### config.mk
export PLATFORM = sky130hd
export DESIGN_NAME = tx_wait_frame_config
export DESIGN_NICKNAME = d
export VERILOG_FILES = /design/src/shared/tx_wait_frame_pkg.sv /design/src/tx_wait_frame_config.sv
export SDC_FILE = /design/constraint.sdc
export NUM_CORES = 1
export LEC_CHECK = 0
export ABC_AREA = 1
export BUFFER_PORTS_ARGS = -buffer_cell sky130_fd_sc_hd__buf_2
export CAP_MARGIN = 25
export CORE_MARGIN = 2
export CORE_UTILIZATION = 40
export CTS_CLUSTER_DIAMETER = 80
export DETAILED_ROUTE_END_ITERATION = 12
export PLACE_DENSITY = 0.63
export RECOVER_POWER = 100
export REMOVE_ABC_BUFFERS = 1
export SLEW_MARGIN = 10
export SYNTH_ARGS = -nofsm -noshare
export SYNTH_HDL_FRONTEND = slang
export SYNTH_SLANG_ARGS = --single-unit
export TNS_END_PERCENT = 5
### constraint.sdc
create_clock -name CLOCK -period 2.1 [get_ports CLOCK]
set_clock_uncertainty 0.2 [all_clocks]
set_input_delay 0.42 -clock CLOCK [delete_from_list [all_inputs] [get_ports CLOCK]]
set_output_delay 0.42 -clock CLOCK [all_outputs]
set_load 0.02 [all_outputs]
### src/shared/tx_wait_frame_pkg.sv
// Register map, field layout and timing constants for the transmit wait and framing block
package tx_wait_frame_pkg;
  // Register indices; byte address is four times the index
  localparam logic [7:0] IDX_WAIT_CONTROL = 8'h31;
  localparam logic [7:0] IDX_WAIT_LOW = 8'h32;
  localparam logic [7:0] IDX_FRAME_CONTROL = 8'h33;
  localparam logic [7:0] IDX_MODE_CONTROL = 8'h3E;
  localparam logic [7:0] IDX_STATUS = 8'h3F;
  localparam int ADDR_WIDTH = 10;
  // Wait-control fields
  localparam int WC_ORIGIN_BIT = 7;
  localparam int WC_UNIT_BIT = 6;
  localparam int WC_HIGH_MSB = 5;
  localparam int WC_HIGH_LSB = 3;
  localparam int WC_STOP_MSB = 2;
  localparam int WC_STOP_LSB = 0;
  // Frame-control fields
  localparam int FC_TX_PARITY_BIT = 7;
  localparam int FC_RX_PARITY_BIT = 6;
  localparam int FC_END_MSB = 3;
  localparam int FC_END_LSB = 2;
  localparam int FC_BEGIN_MSB = 1;
  localparam int FC_BEGIN_LSB = 0;
  localparam logic [7:0] FC_WRITE_MASK = 8'hCF;
  // Mode and status fields
  localparam int MODE_TYPE_B_BIT = 0;
  localparam int ST_BUSY_BIT = 0;
  localparam int ST_WAITING_BIT = 1;
  localparam int ST_PARITY_ERR_BIT = 2;
  // Reset values
  localparam logic [7:0] WAIT_CONTROL_RESET = 8'hC0;
  localparam logic [7:0] WAIT_LOW_RESET = 8'h00;
  localparam logic [7:0] FRAME_CONTROL_RESET = 8'h00;
  localparam logic [7:0] MODE_CONTROL_RESET = 8'h00;
  // Timing: carrier wait unit is 16 periods of 13.56 MHz
  localparam int CLOCK_PERIOD_PS = 25000;
  localparam int CARRIER_UNIT_PS = 1179941;
  localparam int CARRIER_UNIT_CYCLES = CARRIER_UNIT_PS / CLOCK_PERIOD_PS;
  // Bus responses
  localparam logic [1:0] RESP_OKAY = 2'h0;
  localparam logic [1:0] RESP_SLVERR = 2'h2;
  // Kinds of transmitted item
  localparam logic [2:0] KIND_BEGIN = 3'h1;
  localparam logic [2:0] KIND_DATA = 3'h2;
  localparam logic [2:0] KIND_PARITY = 3'h3;
  localparam logic [2:0] KIND_STOP = 3'h4;
  localparam logic [2:0] KIND_GUARD = 3'h5;
  localparam logic [2:0] KIND_END = 3'h6;
  localparam int FIFO_DEPTH = 8;
  localparam int FIFO_WIDTH = 9;
endpackage : tx_wait_frame_pkg

### src/tx_wait_frame_config.sv
// Transmit wait timer, frame formatter, receive parity check and register slave
//
// The implementer's own choice: register access over AXI4-Lite.
`timescale 1ns/1ps

module tx_fifo #(
  parameter int WIDTH = 9,
  parameter int DEPTH = 8
) (
  input wire logic CLOCK,
  input wire logic RESETN,
  input wire logic [WIDTH-1:0] in_data,
  input wire logic in_valid,
  output logic in_ready,
  output logic [WIDTH-1:0] out_data,
  output logic out_valid,
  input wire logic out_ready
);
  localparam int AW = $clog2(DEPTH);
  logic [WIDTH-1:0] mem [DEPTH];
  logic [AW-1:0] wr_ptr;
  logic [AW-1:0] rd_ptr;
  logic [AW:0] count;
  logic [AW:0] next_count;
  logic push;
  logic pop;

  assign push = in_valid && in_ready;
  assign pop = out_valid && out_ready;
  assign out_data = mem[rd_ptr];
  assign out_valid = count != '0;

  always_comb begin
    next_count = count;
    if (push && !pop) begin
      next_count = count + 1'b1;
    end else if (pop && !push) begin
      next_count = count - 1'b1;
    end
  end

  always_ff @(posedge CLOCK) begin
    if (!RESETN) begin
      wr_ptr <= '0;
      rd_ptr <= '0;
      count <= '0;
      in_ready <= 1'b1;
    end else begin
      if (push) begin
        wr_ptr <= wr_ptr + 1'b1;
      end
      if (pop) begin
        rd_ptr <= rd_ptr + 1'b1;
      end
      count <= next_count;
      in_ready <= next_count != (AW+1)'(DEPTH);
    end
  end

  always_ff @(posedge CLOCK) begin
    if (push) begin
      mem[wr_ptr] <= in_data;
    end
  end
endmodule : tx_fifo

module tx_wait_frame_config (
  input wire logic CLOCK,
  input wire logic RESETN,
  input wire logic [tx_wait_frame_pkg::ADDR_WIDTH-1:0] S_AXI_AWADDR,
  input wire logic S_AXI_AWVALID,
  output logic S_AXI_AWREADY,
  input wire logic [31:0] S_AXI_WDATA,
  input wire logic [3:0] S_AXI_WSTRB,
  input wire logic S_AXI_WVALID,
  output logic S_AXI_WREADY,
  output logic [1:0] S_AXI_BRESP,
  output logic S_AXI_BVALID,
  input wire logic S_AXI_BREADY,
  input wire logic [tx_wait_frame_pkg::ADDR_WIDTH-1:0] S_AXI_ARADDR,
  input wire logic S_AXI_ARVALID,
  output logic S_AXI_ARREADY,
  output logic [31:0] S_AXI_RDATA,
  output logic [1:0] S_AXI_RRESP,
  output logic S_AXI_RVALID,
  input wire logic S_AXI_RREADY,
  input wire logic [7:0] TX_DATA,
  input wire logic TX_LAST,
  input wire logic TX_DATA_VALID,
  output logic TX_DATA_READY,
  input wire logic HALF_BIT_TICK,
  output logic TX_ITEM_VALID,
  output logic [2:0] TX_ITEM_KIND,
  output logic TX_ITEM_BIT,
  output logic [1:0] TX_ITEM_SYMBOL,
  output logic TX_BUSY,
  input wire logic RX_END,
  input wire logic [7:0] RX_DATA,
  input wire logic RX_PARITY,
  input wire logic RX_VALID,
  output logic [7:0] RX_OUT_DATA,
  output logic RX_OUT_VALID,
  output logic RX_PARITY_ERROR
);
  import tx_wait_frame_pkg::*;

  typedef enum {S_IDLE, S_BEGIN, S_FETCH, S_DATA, S_PARITY, S_STOP, S_GUARD, S_END} tx_state_type;

  logic [7:0] wait_control;
  logic [7:0] wait_low;
  logic [7:0] frame_control;
  logic [7:0] mode_control;
  logic parity_error_flag;
  logic [ADDR_WIDTH-1:0] aw_addr;
  logic aw_held;
  logic [7:0] w_byte;
  logic w_lane;
  logic w_held;
  logic [10:0] wait_remain;
  logic [5:0] prescale;
  logic half_phase;
  logic bit_tick;
  logic unit_tick;
  logic origin_event;
  logic tx_done;
  tx_state_type state;
  logic [7:0] shift;
  logic last_byte;
  logic [2:0] bit_index;
  logic [2:0] guard_left;
  logic [FIFO_WIDTH-1:0] fifo_data;
  logic fifo_valid;
  logic fifo_pop;
  logic wr_fire;
  logic wr_hit;

  // Register index from a byte address, 8'hFF when not word aligned
  function automatic logic [7:0] reg_index(input logic [ADDR_WIDTH-1:0] addr);
    return (addr[1:0] == 2'h0) ? addr[ADDR_WIDTH-1:2] : 8'hFF;
  endfunction : reg_index

  tx_fifo #(.WIDTH(FIFO_WIDTH), .DEPTH(FIFO_DEPTH)) data_fifo (
    .CLOCK(CLOCK),
    .RESETN(RESETN),
    .in_data({TX_LAST, TX_DATA}),
    .in_valid(TX_DATA_VALID),
    .in_ready(TX_DATA_READY),
    .out_data(fifo_data),
    .out_valid(fifo_valid),
    .out_ready(fifo_pop)
  );

  // Write channel: address and data taken in either order
  assign wr_fire = aw_held && w_held && !S_AXI_BVALID;
  assign wr_hit = wr_fire && w_lane;

  always_ff @(posedge CLOCK) begin
    if (!RESETN) begin
      S_AXI_AWREADY <= 1'b1;
      S_AXI_WREADY <= 1'b1;
      S_AXI_BVALID <= 1'b0;
      S_AXI_BRESP <= RESP_OKAY;
      aw_held <= 1'b0;
      w_held <= 1'b0;
      aw_addr <= '0;
      w_byte <= 8'h00;
      w_lane <= 1'b0;
    end else begin
      if (S_AXI_AWVALID && S_AXI_AWREADY) begin
        aw_addr <= S_AXI_AWADDR;
        aw_held <= 1'b1;
        S_AXI_AWREADY <= 1'b0;
      end
      if (S_AXI_WVALID && S_AXI_WREADY) begin
        w_byte <= S_AXI_WDATA[7:0];
        w_lane <= S_AXI_WSTRB[0];
        w_held <= 1'b1;
        S_AXI_WREADY <= 1'b0;
      end
      if (wr_fire) begin
        S_AXI_BVALID <= 1'b1;
        S_AXI_BRESP <= (reg_index(aw_addr) inside {IDX_WAIT_CONTROL, IDX_WAIT_LOW, IDX_FRAME_CONTROL,
          IDX_MODE_CONTROL, IDX_STATUS}) ? RESP_OKAY : RESP_SLVERR;
        aw_held <= 1'b0;
        w_held <= 1'b0;
      end else if (S_AXI_BVALID && S_AXI_BREADY) begin
        S_AXI_BVALID <= 1'b0;
        S_AXI_AWREADY <= 1'b1;
        S_AXI_WREADY <= 1'b1;
      end
    end
  end

  always_ff @(posedge CLOCK) begin
    if (!RESETN) begin
      wait_control <= WAIT_CONTROL_RESET;
      wait_low <= WAIT_LOW_RESET;
      frame_control <= FRAME_CONTROL_RESET;
      mode_control <= MODE_CONTROL_RESET;
    end else if (wr_hit) begin
      if (reg_index(aw_addr) == IDX_WAIT_CONTROL) begin
        wait_control <= w_byte;
      end else if (reg_index(aw_addr) == IDX_WAIT_LOW) begin
        wait_low <= w_byte;
      end else if (reg_index(aw_addr) == IDX_FRAME_CONTROL) begin
        frame_control <= w_byte & FC_WRITE_MASK;
      end else if (reg_index(aw_addr) == IDX_MODE_CONTROL) begin
        mode_control <= {7'h00, w_byte[MODE_TYPE_B_BIT]};
      end
    end
  end

  // Read channel
  always_ff @(posedge CLOCK) begin
    if (!RESETN) begin
      S_AXI_ARREADY <= 1'b1;
      S_AXI_RVALID <= 1'b0;
      S_AXI_RDATA <= 32'h0000_0000;
      S_AXI_RRESP <= RESP_OKAY;
    end else if (S_AXI_ARVALID && S_AXI_ARREADY) begin
      S_AXI_ARREADY <= 1'b0;
      S_AXI_RVALID <= 1'b1;
      S_AXI_RRESP <= RESP_OKAY;
      if (reg_index(S_AXI_ARADDR) == IDX_WAIT_CONTROL) begin
        S_AXI_RDATA <= {24'h000000, wait_control};
      end else if (reg_index(S_AXI_ARADDR) == IDX_WAIT_LOW) begin
        S_AXI_RDATA <= {24'h000000, wait_low};
      end else if (reg_index(S_AXI_ARADDR) == IDX_FRAME_CONTROL) begin
        S_AXI_RDATA <= {24'h000000, frame_control};
      end else if (reg_index(S_AXI_ARADDR) == IDX_MODE_CONTROL) begin
        S_AXI_RDATA <= {24'h000000, mode_control};
      end else if (reg_index(S_AXI_ARADDR) == IDX_STATUS) begin
        S_AXI_RDATA <= {29'h0000000, parity_error_flag, wait_remain != 11'h000, TX_BUSY};
      end else begin
        S_AXI_RDATA <= 32'h0000_0000;
        S_AXI_RRESP <= RESP_SLVERR;
      end
    end else if (S_AXI_RVALID && S_AXI_RREADY) begin
      S_AXI_RVALID <= 1'b0;
      S_AXI_ARREADY <= 1'b1;
    end
  end

  // Wait timer
  assign origin_event = wait_control[WC_ORIGIN_BIT] ? RX_END : tx_done;
  assign bit_tick = HALF_BIT_TICK && half_phase;
  assign unit_tick = wait_control[WC_UNIT_BIT] ? HALF_BIT_TICK
    : (prescale == 6'(CARRIER_UNIT_CYCLES - 1));

  always_ff @(posedge CLOCK) begin
    if (!RESETN) begin
      wait_remain <= 11'h000;
      prescale <= 6'h00;
      half_phase <= 1'b0;
    end else begin
      if (HALF_BIT_TICK) begin
        half_phase <= !half_phase;
      end
      if (origin_event) begin
        wait_remain <= {wait_control[WC_HIGH_MSB:WC_HIGH_LSB], wait_low};
        prescale <= 6'h00;
      end else begin
        prescale <= (prescale == 6'(CARRIER_UNIT_CYCLES - 1)) ? 6'h00 : prescale + 6'h01;
        if (unit_tick && wait_remain != 11'h000) begin
          wait_remain <= wait_remain - 11'h001;
        end
      end
    end
  end

  // Transmit framer
  assign fifo_pop = (state == S_FETCH) && fifo_valid;

  always_ff @(posedge CLOCK) begin
    if (!RESETN) begin
      state <= S_IDLE;
      shift <= 8'h00;
      last_byte <= 1'b0;
      bit_index <= 3'h0;
      guard_left <= 3'h0;
      tx_done <= 1'b0;
      TX_BUSY <= 1'b0;
      TX_ITEM_VALID <= 1'b0;
      TX_ITEM_KIND <= 3'h0;
      TX_ITEM_BIT <= 1'b0;
      TX_ITEM_SYMBOL <= 2'h0;
    end else begin
      tx_done <= 1'b0;
      TX_ITEM_VALID <= 1'b0;
      case (state)
        S_IDLE: begin
          if (fifo_valid && wait_remain == 11'h000 && !origin_event) begin
            TX_BUSY <= 1'b1;
            state <= (frame_control[FC_BEGIN_MSB:FC_BEGIN_LSB] != 2'h0) ? S_BEGIN : S_FETCH;
          end
        end
        S_BEGIN: begin
          if (bit_tick) begin
            TX_ITEM_VALID <= 1'b1;
            TX_ITEM_KIND <= KIND_BEGIN;
            TX_ITEM_SYMBOL <= frame_control[FC_BEGIN_MSB:FC_BEGIN_LSB] - 2'h1;
            state <= S_FETCH;
          end
        end
        S_FETCH: begin
          if (fifo_valid) begin
            shift <= fifo_data[7:0];
            last_byte <= fifo_data[8];
            bit_index <= 3'h0;
            state <= S_DATA;
          end
        end
        S_DATA: begin
          if (bit_tick) begin
            TX_ITEM_VALID <= 1'b1;
            TX_ITEM_KIND <= KIND_DATA;
            TX_ITEM_BIT <= shift[bit_index];
            bit_index <= bit_index + 3'h1;
            if (bit_index == 3'h7) begin
              if (frame_control[FC_TX_PARITY_BIT]) begin
                state <= S_PARITY;
              end else if (mode_control[MODE_TYPE_B_BIT] && wait_control[WC_STOP_MSB:WC_STOP_LSB] != 3'h0) begin
                state <= S_STOP;
              end else begin
                state <= last_byte ? S_END : S_FETCH;
              end
            end
          end
        end
        S_PARITY: begin
          if (bit_tick) begin
            TX_ITEM_VALID <= 1'b1;
            TX_ITEM_KIND <= KIND_PARITY;
            TX_ITEM_BIT <= ~^shift;
            if (mode_control[MODE_TYPE_B_BIT] && wait_control[WC_STOP_MSB:WC_STOP_LSB] != 3'h0) begin
              state <= S_STOP;
            end else begin
              state <= last_byte ? S_END : S_FETCH;
            end
          end
        end
        S_STOP: begin
          if (bit_tick) begin
            TX_ITEM_VALID <= 1'b1;
            TX_ITEM_KIND <= KIND_STOP;
            TX_ITEM_BIT <= 1'b1;
            guard_left <= wait_control[WC_STOP_MSB:WC_STOP_LSB] - 3'h1;
            if (wait_control[WC_STOP_MSB:WC_STOP_LSB] != 3'h1) begin
              state <= S_GUARD;
            end else begin
              state <= last_byte ? S_END : S_FETCH;
            end
          end
        end
        S_GUARD: begin
          if (bit_tick) begin
            TX_ITEM_VALID <= 1'b1;
            TX_ITEM_KIND <= KIND_GUARD;
            TX_ITEM_BIT <= 1'b1;
            guard_left <= guard_left - 3'h1;
            if (guard_left == 3'h1) begin
              state <= last_byte ? S_END : S_FETCH;
            end
          end
        end
        S_END: begin
          if (frame_control[FC_END_MSB:FC_END_LSB] == 2'h0) begin
            tx_done <= 1'b1;
            TX_BUSY <= 1'b0;
            state <= S_IDLE;
          end else if (bit_tick) begin
            TX_ITEM_VALID <= 1'b1;
            TX_ITEM_KIND <= KIND_END;
            TX_ITEM_SYMBOL <= frame_control[FC_END_MSB:FC_END_LSB] - 2'h1;
            tx_done <= 1'b1;
            TX_BUSY <= 1'b0;
            state <= S_IDLE;
          end
        end
        default: state <= S_IDLE;
      endcase
    end
  end

  // Receive parity check; parity never reaches the receive data
  always_ff @(posedge CLOCK) begin
    if (!RESETN) begin
      RX_OUT_DATA <= 8'h00;
      RX_OUT_VALID <= 1'b0;
      RX_PARITY_ERROR <= 1'b0;
      parity_error_flag <= 1'b0;
    end else begin
      RX_OUT_VALID <= RX_VALID;
      RX_OUT_DATA <= RX_DATA;
      RX_PARITY_ERROR <= RX_VALID && frame_control[FC_RX_PARITY_BIT] && (RX_PARITY != ~^RX_DATA);
      if (RX_VALID && frame_control[FC_RX_PARITY_BIT] && (RX_PARITY != ~^RX_DATA)) begin
        parity_error_flag <= 1'b1;
      end else if (wr_hit && reg_index(aw_addr) == IDX_STATUS && w_byte[ST_PARITY_ERR_BIT]) begin
        parity_error_flag <= 1'b0;
      end
    end
  end

  // Checks
  no_start_wait_a: assert property (@(posedge CLOCK) disable iff (!RESETN)
    (state == S_IDLE && wait_remain != 11'h000) |=> state == S_IDLE) else $error("frame started during wait");
  wait_load_a: assert property (@(posedge CLOCK) disable iff (!RESETN)
    origin_event |=> wait_remain == {$past(wait_control[5:3]), $past(wait_low)}) else $error("wait count not loaded");
  origin_rx_a: assert property (@(posedge CLOCK) disable iff (!RESETN)
    (wait_control[7] && tx_done && !RX_END && wait_remain == 11'h000) |=> wait_remain == 11'h000)
    else $error("own frame end loaded wait in receive-origin mode");
  // Cycle age inside the current carrier unit, restarted at every origin event
  logic [5:0] unit_age;

  always_ff @(posedge CLOCK) begin
    if (!RESETN || origin_event || unit_age == 6'(CARRIER_UNIT_CYCLES - 1)) begin
      unit_age <= 6'h00;
    end else begin
      unit_age <= unit_age + 6'h01;
    end
  end

  carrier_unit_a: assert property (@(posedge CLOCK) disable iff (!RESETN)
    (!wait_control[WC_UNIT_BIT] && !origin_event && wait_remain != 11'h000) |=>
    wait_remain == $past(wait_remain) - (($past(unit_age) == 6'(CARRIER_UNIT_CYCLES - 1)) ? 11'h001 : 11'h000))
    else $error("carrier wait unit wrong");
  half_bit_unit_a: assert property (@(posedge CLOCK) disable iff (!RESETN)
    (wait_control[6] && HALF_BIT_TICK && !origin_event && wait_remain != 11'h000) |=> wait_remain == $past(wait_remain) - 11'h001)
    else $error("half-bit wait unit wrong");
  guard_units_a: assert property (@(posedge CLOCK) disable iff (!RESETN)
    (TX_ITEM_VALID && TX_ITEM_KIND == KIND_STOP && wait_control[2:0] == 3'h1) |-> state != S_GUARD)
    else $error("guard sent with stop-length one");
  parity_value_a: assert property (@(posedge CLOCK) disable iff (!RESETN)
    (TX_ITEM_VALID && TX_ITEM_KIND == KIND_PARITY) |-> TX_ITEM_BIT == ~^shift) else $error("tx parity wrong");
  rx_parity_a: assert property (@(posedge CLOCK) disable iff (!RESETN)
    (RX_VALID && frame_control[6] && RX_PARITY == ~^RX_DATA) |=> !RX_PARITY_ERROR && RX_OUT_DATA == $past(RX_DATA))
    else $error("rx parity flagged wrongly");
  end_symbol_a: assert property (@(posedge CLOCK) disable iff (!RESETN)
    (TX_ITEM_VALID && TX_ITEM_KIND == KIND_END) |-> TX_ITEM_SYMBOL == frame_control[3:2] - 2'h1)
    else $error("end symbol wrong");
  begin_symbol_a: assert property (@(posedge CLOCK) disable iff (!RESETN)
    (TX_ITEM_VALID && TX_ITEM_KIND == KIND_BEGIN) |-> frame_control[FC_BEGIN_MSB:FC_BEGIN_LSB] != 2'h0 &&
    TX_ITEM_SYMBOL == frame_control[FC_BEGIN_MSB:FC_BEGIN_LSB] - 2'h1) else $error("begin symbol wrong");
  reset_value_a: assert property (@(posedge CLOCK)
    !RESETN |=> wait_control == 8'hC0) else $error("wait control reset value wrong");
  frame_done_c: cover property (@(posedge CLOCK) disable iff (!RESETN) tx_done);
  guard_sent_c: cover property (@(posedge CLOCK) disable iff (!RESETN) TX_ITEM_VALID && TX_ITEM_KIND == KIND_GUARD);
  rx_error_c: cover property (@(posedge CLOCK) disable iff (!RESETN) RX_PARITY_ERROR);
  fifo_full_c: cover property (@(posedge CLOCK) disable iff (!RESETN) !TX_DATA_READY);
endmodule : tx_wait_frame_config

# Word-level counts from Yosys, hierarchy flattened
# Memory sizes are Yosys's and may differ from the RTL's. A register that Yosys moved wholly into a read port is not among the register bits.
# Index checks and enable logic that the tools add are counted.
[totals] output_inout_bits=60 register_bits=172 elab_cells=242 ramBits=72 mem_count=1
[mem_list] memory="data_fifo.mem" words=8 word_bits=9 read_ports=1 rd_clocked_by_memory_dff=1 wr=1 line_no="tx_wait_frame_config.sv:20" rtl="logic [WIDTH-1:0] mem [DEPTH];"
[classes] addsub=11 n_bitwise=4 n_reduce_logical=67 eq_ne=37 order_cmp=1 n_mux=84
[ops] cell="$mux 32" n=11
[ops] cell="$pmux 32 s8" n=1
[ops] cell="$eq 32x3->1 const B" n=5
[ops] cell="$eq 8x6->1 const B" n=10
[ops] cell="$eq 32x2->1 const B" n=2
[ops] cell="$mux 3" n=17
[ops] cell="$mux 8" n=5
[ops] cell="$eq 32x1->1 const B" n=1
[ops] cell="$logic_not 32->1" n=1
[ops] cell="$mux 1" n=28
[ops] cell="$logic_and 1x1->1" n=22
[ops] cell="$mux 11" n=2
[ops] cell="$mux 2" n=10
[ops] cell="$ne 2x2->1 const B" n=10
[ops] cell="$pmux 3 s6" n=1
[ops] cell="$reduce_bool 2->1" n=9
[ops] cell="$reduce_xnor 8->1" n=2
[ops] cell="$pmux 3 s2" n=2
[ops] cell="$reduce_and 3->1" n=4
[ops] cell="$reduce_and 4->1" n=3
[ops] cell="$logic_not 11->1" n=1
[ops] cell="$reduce_bool 11->1" n=1
[ops] cell="$sub 11x1->11 const B" n=1
[ops] cell="$reduce_and 10->1" n=1
[ops] cell="other kinds (33)" n=54

# Logic depth before layout (Yosys ltp)
# Gate-level depths: netlist of run 1.
[logic_depth] ltp_word=8 ltp_mapped=13 ltp_nobuf=12

# Cells and area by module
# A second synthesis of run 1 with hierarchy kept.
[unflattened] cells_unflattened=1141 area_unflattened_um2=9332.7
[modules_own_cells] mod="tx_wait_frame_config" area_each_um2=5809.3 seq_area_each_um2=2302.2 n_inst=1 cells_per_inst=832
[modules_own_cells] mod="tx_fifo" area_each_um2=3523.4 seq_area_each_um2=2442.3 n_inst=1 cells_per_inst=309

# Worst setup path after synthesis of run 1
# OpenSTA, ideal clock, no wires.
[synth_path] kind="reg2reg" start="register data_fifo.in_ready" end="memory data_fifo.mem[0][0] (enable)" period_less_slack_ns=1.837 path_slack_ns=0.263 setup_ns=0.374 arrival_time_ns=1.263 stages_incl_launch_ff=5 cell_sequence="dfxtp_1 -> nand2_1 -> inv_1 -> nand2_1 -> nor2_1"
[synth_via] elab_chain_cells=3
[synth_rtl] element="start: declaration" line_no="tx_wait_frame_config.sv:14" rtl="output logic in_ready,"
[synth_rtl] element="start signal: assignment" line_no="tx_wait_frame_config.sv:56" rtl="in_ready <= next_count != (AW+1)'(DEPTH);"
[synth_rtl] element="$logic_and 1x1->1" line_no="tx_wait_frame_config.sv:28" rtl="assign push = in_valid && in_ready;"
[synth_rtl] element="$mux 1" line_no="tx_wait_frame_config.sv:61" rtl="if (push) begin"
[synth_rtl] element="$mux 1 (not written as such)" line_no="tx_wait_frame_config.sv:62" rtl="mem[wr_ptr] <= in_data;"
[synth_rtl] element="end: declaration" line_no="tx_wait_frame_config.sv:20"
# No other way between the ends.

# Worst setup path in the final report of run 1
[layout_path] start="register data_fifo.count[1]" end="register data_fifo.in_ready"
[layout_via] elab_chain_cells=7 word_cells_on_any_way=11 classes_between="add/sub (2); eq/ne (1); mux (2); reduce/logical (6)"
[layout_rtl] element="start: declaration" line_no="tx_wait_frame_config.sv:23" rtl="logic [AW:0] count;"
[layout_rtl] element="start signal: assignment" line_no="tx_wait_frame_config.sv:55" rtl="count <= next_count;"
[layout_rtl] element="parallel branches: the longest is 5 deep, another holds $sub 4x1->4"
[layout_rtl] element="$mux 4 *" line_no="tx_wait_frame_config.sv:35" rtl="if (push && !pop) begin"
[layout_rtl] element="$ne 4x4->1 *" line_no="tx_wait_frame_config.sv:56"
# Mark *: on every way between the ends.
# A chain may end at the register's enable or synchronous reset.

==> metrics.md, run 1 <==
| Metric | Value |
|---|---|
| WP buf/inv | 1 |
| Worst path arrival time | around 2000 ps |
| Dpl hpwl | 14300 um |
| Fmax | 0.523 GHz |
| Starting Density | between 40% and 50% |
| Worst path required time | around 2200 ps |
| Finished Layout Cells | 1515 |
| Number of H-tree levels | 4 |
| Power Total | between 10 and 15 mW |
| Tot GR Track Use | between 10% and 20% |
| Final WL | 20400 um |
| Vias in the first global route | between 6000 and 7000 |
| Die Ht | 155 um |
| Placer Congestion | 0.854 |
| Synth async-reset ratio | 0% |
| Synth Warn # | 0 |
| Most frequent cells in the layout | nor2_1 (195), nand2_1 (161), dfxtp_1 (126) |
| Pwr/cell area | between 1000 and 1500 mW/mm2 |
| I/O Buffers | slightly above 90 |
| Synth Register Bits | 198 |
| Num rows | 55 |
| Clk sink count | about 200 |
| Kind of critical path | reg -> reg |
| Post-synth EDFFs | 72 |
| Chip Width | 155 um |
| Commonest non-fill, non-tap cell in the layout | nor2_1 |
| Setup violators final | 0 |
| Antenna cell count | 0 |
| Antenna violations before repair | 0 |
| Crit-path max FO | 4 |
| DR iter-0 viols | approximately 470 |
| Measured slew at the worst slew-check pin | 905 ps |
| CTS clock-pin slew for the worst setup and hold paths | 80 ps |
| Fin crit share | 91.0% |
| HP Class | in -> reg |
| Register area share after synthesis | 51.1% |
| CTS tree | done |
| Vias | 7427 |
| Register cell area after layout | 0.00468 mm2 |
| Grt total ovfl | 0 |
| Clock root buffer master | clkbuf_16 |
| P&R area growth vs syn | 15.3% |
| IO Count | 145 |
| Total die area | 0.0242 mm2 |
| Slew Viols, Final | 0 |
| Mapped Avg Cell Area | a little over 8 um2 |
| Vias per inst | 4.90 |
| Largest buffer count on any clock path | 2 |
| Largest net degree at the start of global routing | 53 |
| Post-layout min period | 1910 ps |
| Final Hold Viols | 0 |
| Crit path max-delay cell type | dfxtp_1 |
| Startpoint Class | flop |
| Status | completed |
| Worst-path cell chain | inv_1 -> ha_1 -> nand3_1 -> nand2_2 -> nor2_1 -> nand2_1 -> nand3_1 -> nand2_1 -> nor2_1 -> nand3_1 |
| Mapped Cells | 1109 |
| First-pass GRT wire length | between 30000 and 40000 um |
| Core Area | 0.0226 mm2 |
| LEAKAGE | between 4 and 5 nW |
| Worst VDD drop | about 550 uV |
| Kind of end point of the critical path | flop |
| Max-slew headroom | 39.6% |
| Routed wire per std cell | 13.5 um |
| Distinct cell type count after synthesis | 43 |
| Cells after DPL | 1474 |
| Clk_lat worst skew | 440 ps |
| DRT Pass-1 Iters | 5 |
| Setup TNS | 0 ps |
| Unrepaired setup endpoints after global routing | yes |
| DRC Markers | 0 |
| # nets final | 1317 |
| Post-synthesis cell area | 0.00917 mm2 |
| DRT antenna net count | 0 |
| Delay-heaviest family, CP | simple AND/OR/NAND/NOR gates |
| Max-cap violations | 0 |
| FILL cells | 2187 |
| Footprint of the multi-input gates | 0.00378 mm2 |
| Crit path largest cell delay | 410 ps |
| Postcts setup bufs | 0 |
| CTS Buf Count | 17 |
| Top_reg_cell synth | dfxtp_1 |
| CP most frequent cell | nand3_1 |
| Layout cells sized above 1 | 10.6% |
-- sequential cells by signal (all words and copies together) (netlist names), 2 cells and up --
signal	flops
RX_OUT_DATA	8
S_AXI_RDATA	8
TX_ITEM_KIND	3
TX_ITEM_SYMBOL	2
aw_addr	10
bit_index	3
data_fifo.count	4
data_fifo.mem	72
data_fifo.rd_ptr	3
data_fifo.wr_ptr	3
frame_control	6
guard_left	3
prescale	6
shift	8
state	3
w_byte	8
wait_control	8
wait_low	8
wait_remain	11
-- final cells by class --
class,instances,share of cell area (%)
Sequential cell,198,44.3
Clock buffer,17,4.02
Multi-Input combinational cell,763,35.7
Timing Repair Buffer,127,6.66
Clock inverter,15,2.02
Inverter,110,3.90
Tap cell,285,3.37
-- cell usage after synthesis (2+ instances only) --
cell,instances,area [um2]
o21ai_2,3,26.3
edfxtp_1,72,2160
buf_1,2,7.51
nor3_1,8,40.0
buf_4,26,195
inv_2,7,26.3
a21oi_2,2,17.5
clkbuf_1,19,71.3
a41oi_1,3,26.3
nor2_2,5,31.3
xor2_1,12,105
nand4_1,14,87.6
o21ai_1,8,40.0
o21ai_0,116,581
clkinv_1,2,7.51
buf_6,2,22.5
buf_2,14,70.1
nand3_2,4,40.0
nand3_1,53,265
or2_2,2,12.5
a31oi_1,4,25.0
nor3b_1,3,22.5
inv_1,101,379
xnor2_1,12,105
nor2_1,191,717
ha_1,15,188
o21bai_1,2,15.0
nand2_2,5,31.3
a211oi_1,6,45.0
nor2_4,6,67.6
a21oi_1,67,335
and2_1,2,12.5
dfxtp_1,126,2520
o211ai_1,26,195
nand2_1,161,604
-- report_power, final --
group | switching, mW | leakage, nW | internal (mW)
Sequential | 0.260 | 1.68 | 4.29
Clock | 1.79 | 0.308 | 1.69
Combinational | 1.67 | 2.31 | 0.917
-- logic make-up (layout without fill, tap and decap cells) --
group | Yosys count | in the layout | synth area share, %
AND/OR/NAND/NOR | 459 | 459 | 21.6
buffers and inverters | 173 | 269 | 8.50
adder cells (fa/ha/maj) | 15 | 15 | 2.05
multiplexers | 1 | 1 | 0.109
XOR/XNOR | 24 | 24 | 2.29
other | 1 | 26 | 0.0409
AO/OA/AOI/OAI | 238 | 238 | 14.3
flip-flops | 198 | 198 | 51.1
-- worst reg2reg max path, delay by kind of cell, from the launching register on --
kind | cells | cell delay, ps
adder cells (fa/ha/maj) | 1 | 200
buffers and inverters | 1 | 80
AND/OR/NAND/NOR | 8 | 900
flip-flops | 1 | 410
-- final timing paths --
check	startpoint	endpoint	slack, ps	cells after the start
hold reg to reg	aw_addr[0]	aw_addr[0]	260	2
setup reg to reg	data_fifo.count[1]	data_fifo.in_ready	190	10
setup / recovery	data_fifo.count[1]	data_fifo.in_ready	190	10
hold / removal	RX_DATA[4]	RX_OUT_DATA[4]	10	3
-- through the flow --
step                      setup WS [ps]  cell area, um2  utilization, %  hold WS, ps
after floorplan                    -159            8900               -          234
after global placement              199            9980            44.2          247
after detailed placement            187            9980            44.2          251
after CTS                           192           10700            47.4         2.36
after global routing              -4.63           10600            46.9         23.3
final                               190           10600            46.9         12.8
-- repair_timing --
action	in CTS	in global routing
setup endpoints to repair	0	4
hold buffers	9	0
resized for setup	0	4
endpoints found under the hold margin	9	0
-- per-layer routing --
layer | track usage, % | up-vias | wire (um)
li1 | - | 3856 | -
met1 | 22.4 | 3414 | 9590
met2 | 29.4 | 140 | 9780
met3 | 3.62 | 17 | 780
met4 | 4.76 | 0 | 298
met5 | 0 | - | 0
Power figures use the tool's default switching activity.
==> run 2: changes to the inputs <==
--- a/config.mk
+++ b/config.mk
@@ -6,13 +6,14 @@
 export NUM_CORES = 1
 export LEC_CHECK = 0
 export ABC_AREA = 1
-export BUFFER_PORTS_ARGS = -buffer_cell sky130_fd_sc_hd__buf_2
 export CAP_MARGIN = 25
 export CORE_MARGIN = 2
 export CORE_UTILIZATION = 40
 export CTS_CLUSTER_DIAMETER = 80
 export DETAILED_ROUTE_END_ITERATION = 12
-export PLACE_DENSITY = 0.63
+export DONT_BUFFER_PORTS = 1
+export GPL_TIMING_DRIVEN = 0
+export PLACE_DENSITY = 0.57
 export RECOVER_POWER = 100
 export REMOVE_ABC_BUFFERS = 1
 export SLEW_MARGIN = 10
==> run 2 against run 1 <==
- register-to-register slack worse by 90 ps
- clock power hardly changed
- cell area rose by 0.69%
- global-route usage up 0.65 points
- count of clock-buffer cells in the layout unchanged
- sequential share of layout area is 0.25 points lower
- routed wire length increased by 5.5%
==> metrics.md, run 2 (synthesized netlist as in run 1, its figures left out) <==
| Metric | Value |
|---|---|
| Status | completed |
| DR iter-0 viols | 561 |
| FILL cells | 2162 |
| Crit-path max FO | 9 |
| DR top layer | met4 |
| Tot GR Track Use | between 15 and 20% |
| Register cell area after layout | 0.00469 mm2 |
| Setup violators final | 0 |
| Largest buffer count on any clock path | 2 |
| Crit path max-delay cell type | nor2_2 |
| Fmax | ~0.5 GHz |
| I/O Buffers | 0 |
| IO Count | between 100 and 150 |
| Most frequent cells in the layout | nor2_1 (183), nand2_1 (159), dfxtp_1 (124) |
| Post-layout min period | 2000 ps |
| Measured slew at the worst slew-check pin | 718 ps |
| Max reg flops | 72 |
| Biggest regs | data_fifo.mem x72, wait_remain x11, aw_addr x10 |
| Kind of end point of the critical path | flop |
| Die Ht | 155 um |
| Max-cap violations | 0 |
| # nets final | 1255 |
| Chip Width | 155 um |
| Setup TNS | 0 ps |
| DRT Pass-1 Iters | 5 |
| Met3 wire length | 1100 um |
| Pwr/cell area | between 1000 and 1500 mW/mm2 |
| Dpl hpwl | 14000 um |
| Fin crit share | 95.2% |
| Worst path arrival time | roughly 1900 ps |
| Number of H-tree levels | 4 |
| P&R area growth vs syn | 16.1% |
| Grt total ovfl | 0 |
| Finished Layout Cells | 1453 |
| Routed wire per std cell | approximately 15 um |
| Kind of critical path | reg -> reg |
| Placer Congestion | 0.836 |
| Delay-heaviest family, CP | simple AND/OR/NAND/NOR gates |
| Design area | 0.0107 mm2 |
| Clk sink count | 198 |
| Power Total | 10.7 mW |
| Startpoint Class | flop |
| Antenna cell count | 0 |
| Final Hold Viols | 0 |
| First-pass GRT wire length | 34200 um |
| Layout cells sized above 1 | 8.65% |
| Max-slew headroom | 52.2% |
| Antenna violations before repair | 1 |
| CTS Buf Count | 17 |
| Vias per inst | approximately 5.0 |
| LEAKAGE | approximately 4.2 nW |
| Worst path required time | 1980 ps |
| Total die area | ~0.024 mm2 |
| Met2 Wirelength | 9930 um |
| Num rows | 55 |
| Vias in the first global route | ~6700 |
| Slew Viols, Final | 0 |
| Commonest non-fill, non-tap cell in the layout | nor2_1 |
| Clk_lat worst skew | 440 ps |
| Clock root buffer master | clkbuf_16 |
| DRT antenna net count | 0 |
| HP Class | in -> reg |
| Met1 WL | 10200 um |
| DRC Markers | 0 |
| Worst VDD drop | 519 uV |
| Largest register by flop count | data_fifo.mem |
| CTS clock-pin slew for the worst setup and hold paths | 80 ps |
| WP buf/inv | 1 |
| Largest net degree at the start of global routing | 65 |
| Final WL | 21600 um |
| Crit path largest cell delay | 510 ps |
| Vias | a little over 7000 |
| Worst-path cell chain | nand2_1 -> nor2_1 -> inv_1 -> nor2_2 |
| Footprint of the multi-input gates | 0.00388 mm2 |
| Placement Cell Area | about 0.0093 mm2 |
| Core Area | 0.0226 mm2 |
| Starting Density | 40.6% |
| CTS tree | done |
| Cells after DPL | approximately 1400 |
## run 2: area by class of cell
cell class                      instances  share of cell area [%]
Multi-Input combinational cell        763                    36.5
Timing Repair inverter                  1                  0.0705
Clock inverter                         15                    1.99
Clock buffer                           17                    3.99
Sequential cell                       198                    44.0
Inverter                              110                    3.92
Tap cell                              285                    3.35
Timing Repair Buffer                   64                    6.18
## run 2: routing by layer
layer	GRT usage, %	up-vias
li1	-	3733
met1	24.1	3291
met2	29.0	153
met3	4.68	23
met4	4.28	0
met5	0	-
## run 2: metrics by stage
stage	worst slack (ps)	hold slack [ps]	util, %
floorplan	-159	234	-
global placement	-1380	247	41.0
detailed placement	-522	255	41.3
CTS	-94.8	65.4	46.7
global route	-6.22	93.4	47.2
finish	100	76.7	47.2
## run 2: timing repair
item                                    4_1_cts  5_1_grt
gates cloned                                  1        0
pin swaps                                     0        2
setup buffers                                 1        7
gates resized for setup                      11       15
hold buffers                                 52        0
endpoints found under the setup margin       77       68
hold endpoints to repair                    147        0
## run 2: power breakdown
part | switching (mW) | leakage, nW | internal, mW
logic | 1.58 | 2.21 | 0.937
registers | 0.434 | 1.68 | 4.29
clock network | 1.77 | 0.307 | 1.68
total | 3.78 | 4.20 | 6.91
## run 2: path summary, 6_finish.rpt
check,startpoint,endpoint,slack (ps),depth (start not counted)
worst max-delay path,data_fifo.in_ready,data_fifo.mem[3][0],100,4
worst min-delay path,RX_PARITY,parity_error_flag,80,4
worst max register to register,data_fifo.in_ready,data_fifo.mem[3][0],100,4
worst min register to register,wait_low[2],wait_low[2],270,2
## run 2: worst register-to-register path, delay by kind of cell (launching register included)
kind	cells	cell delay (ps)
simple gates	3	880
flops	1	450
buf+inv	1	120
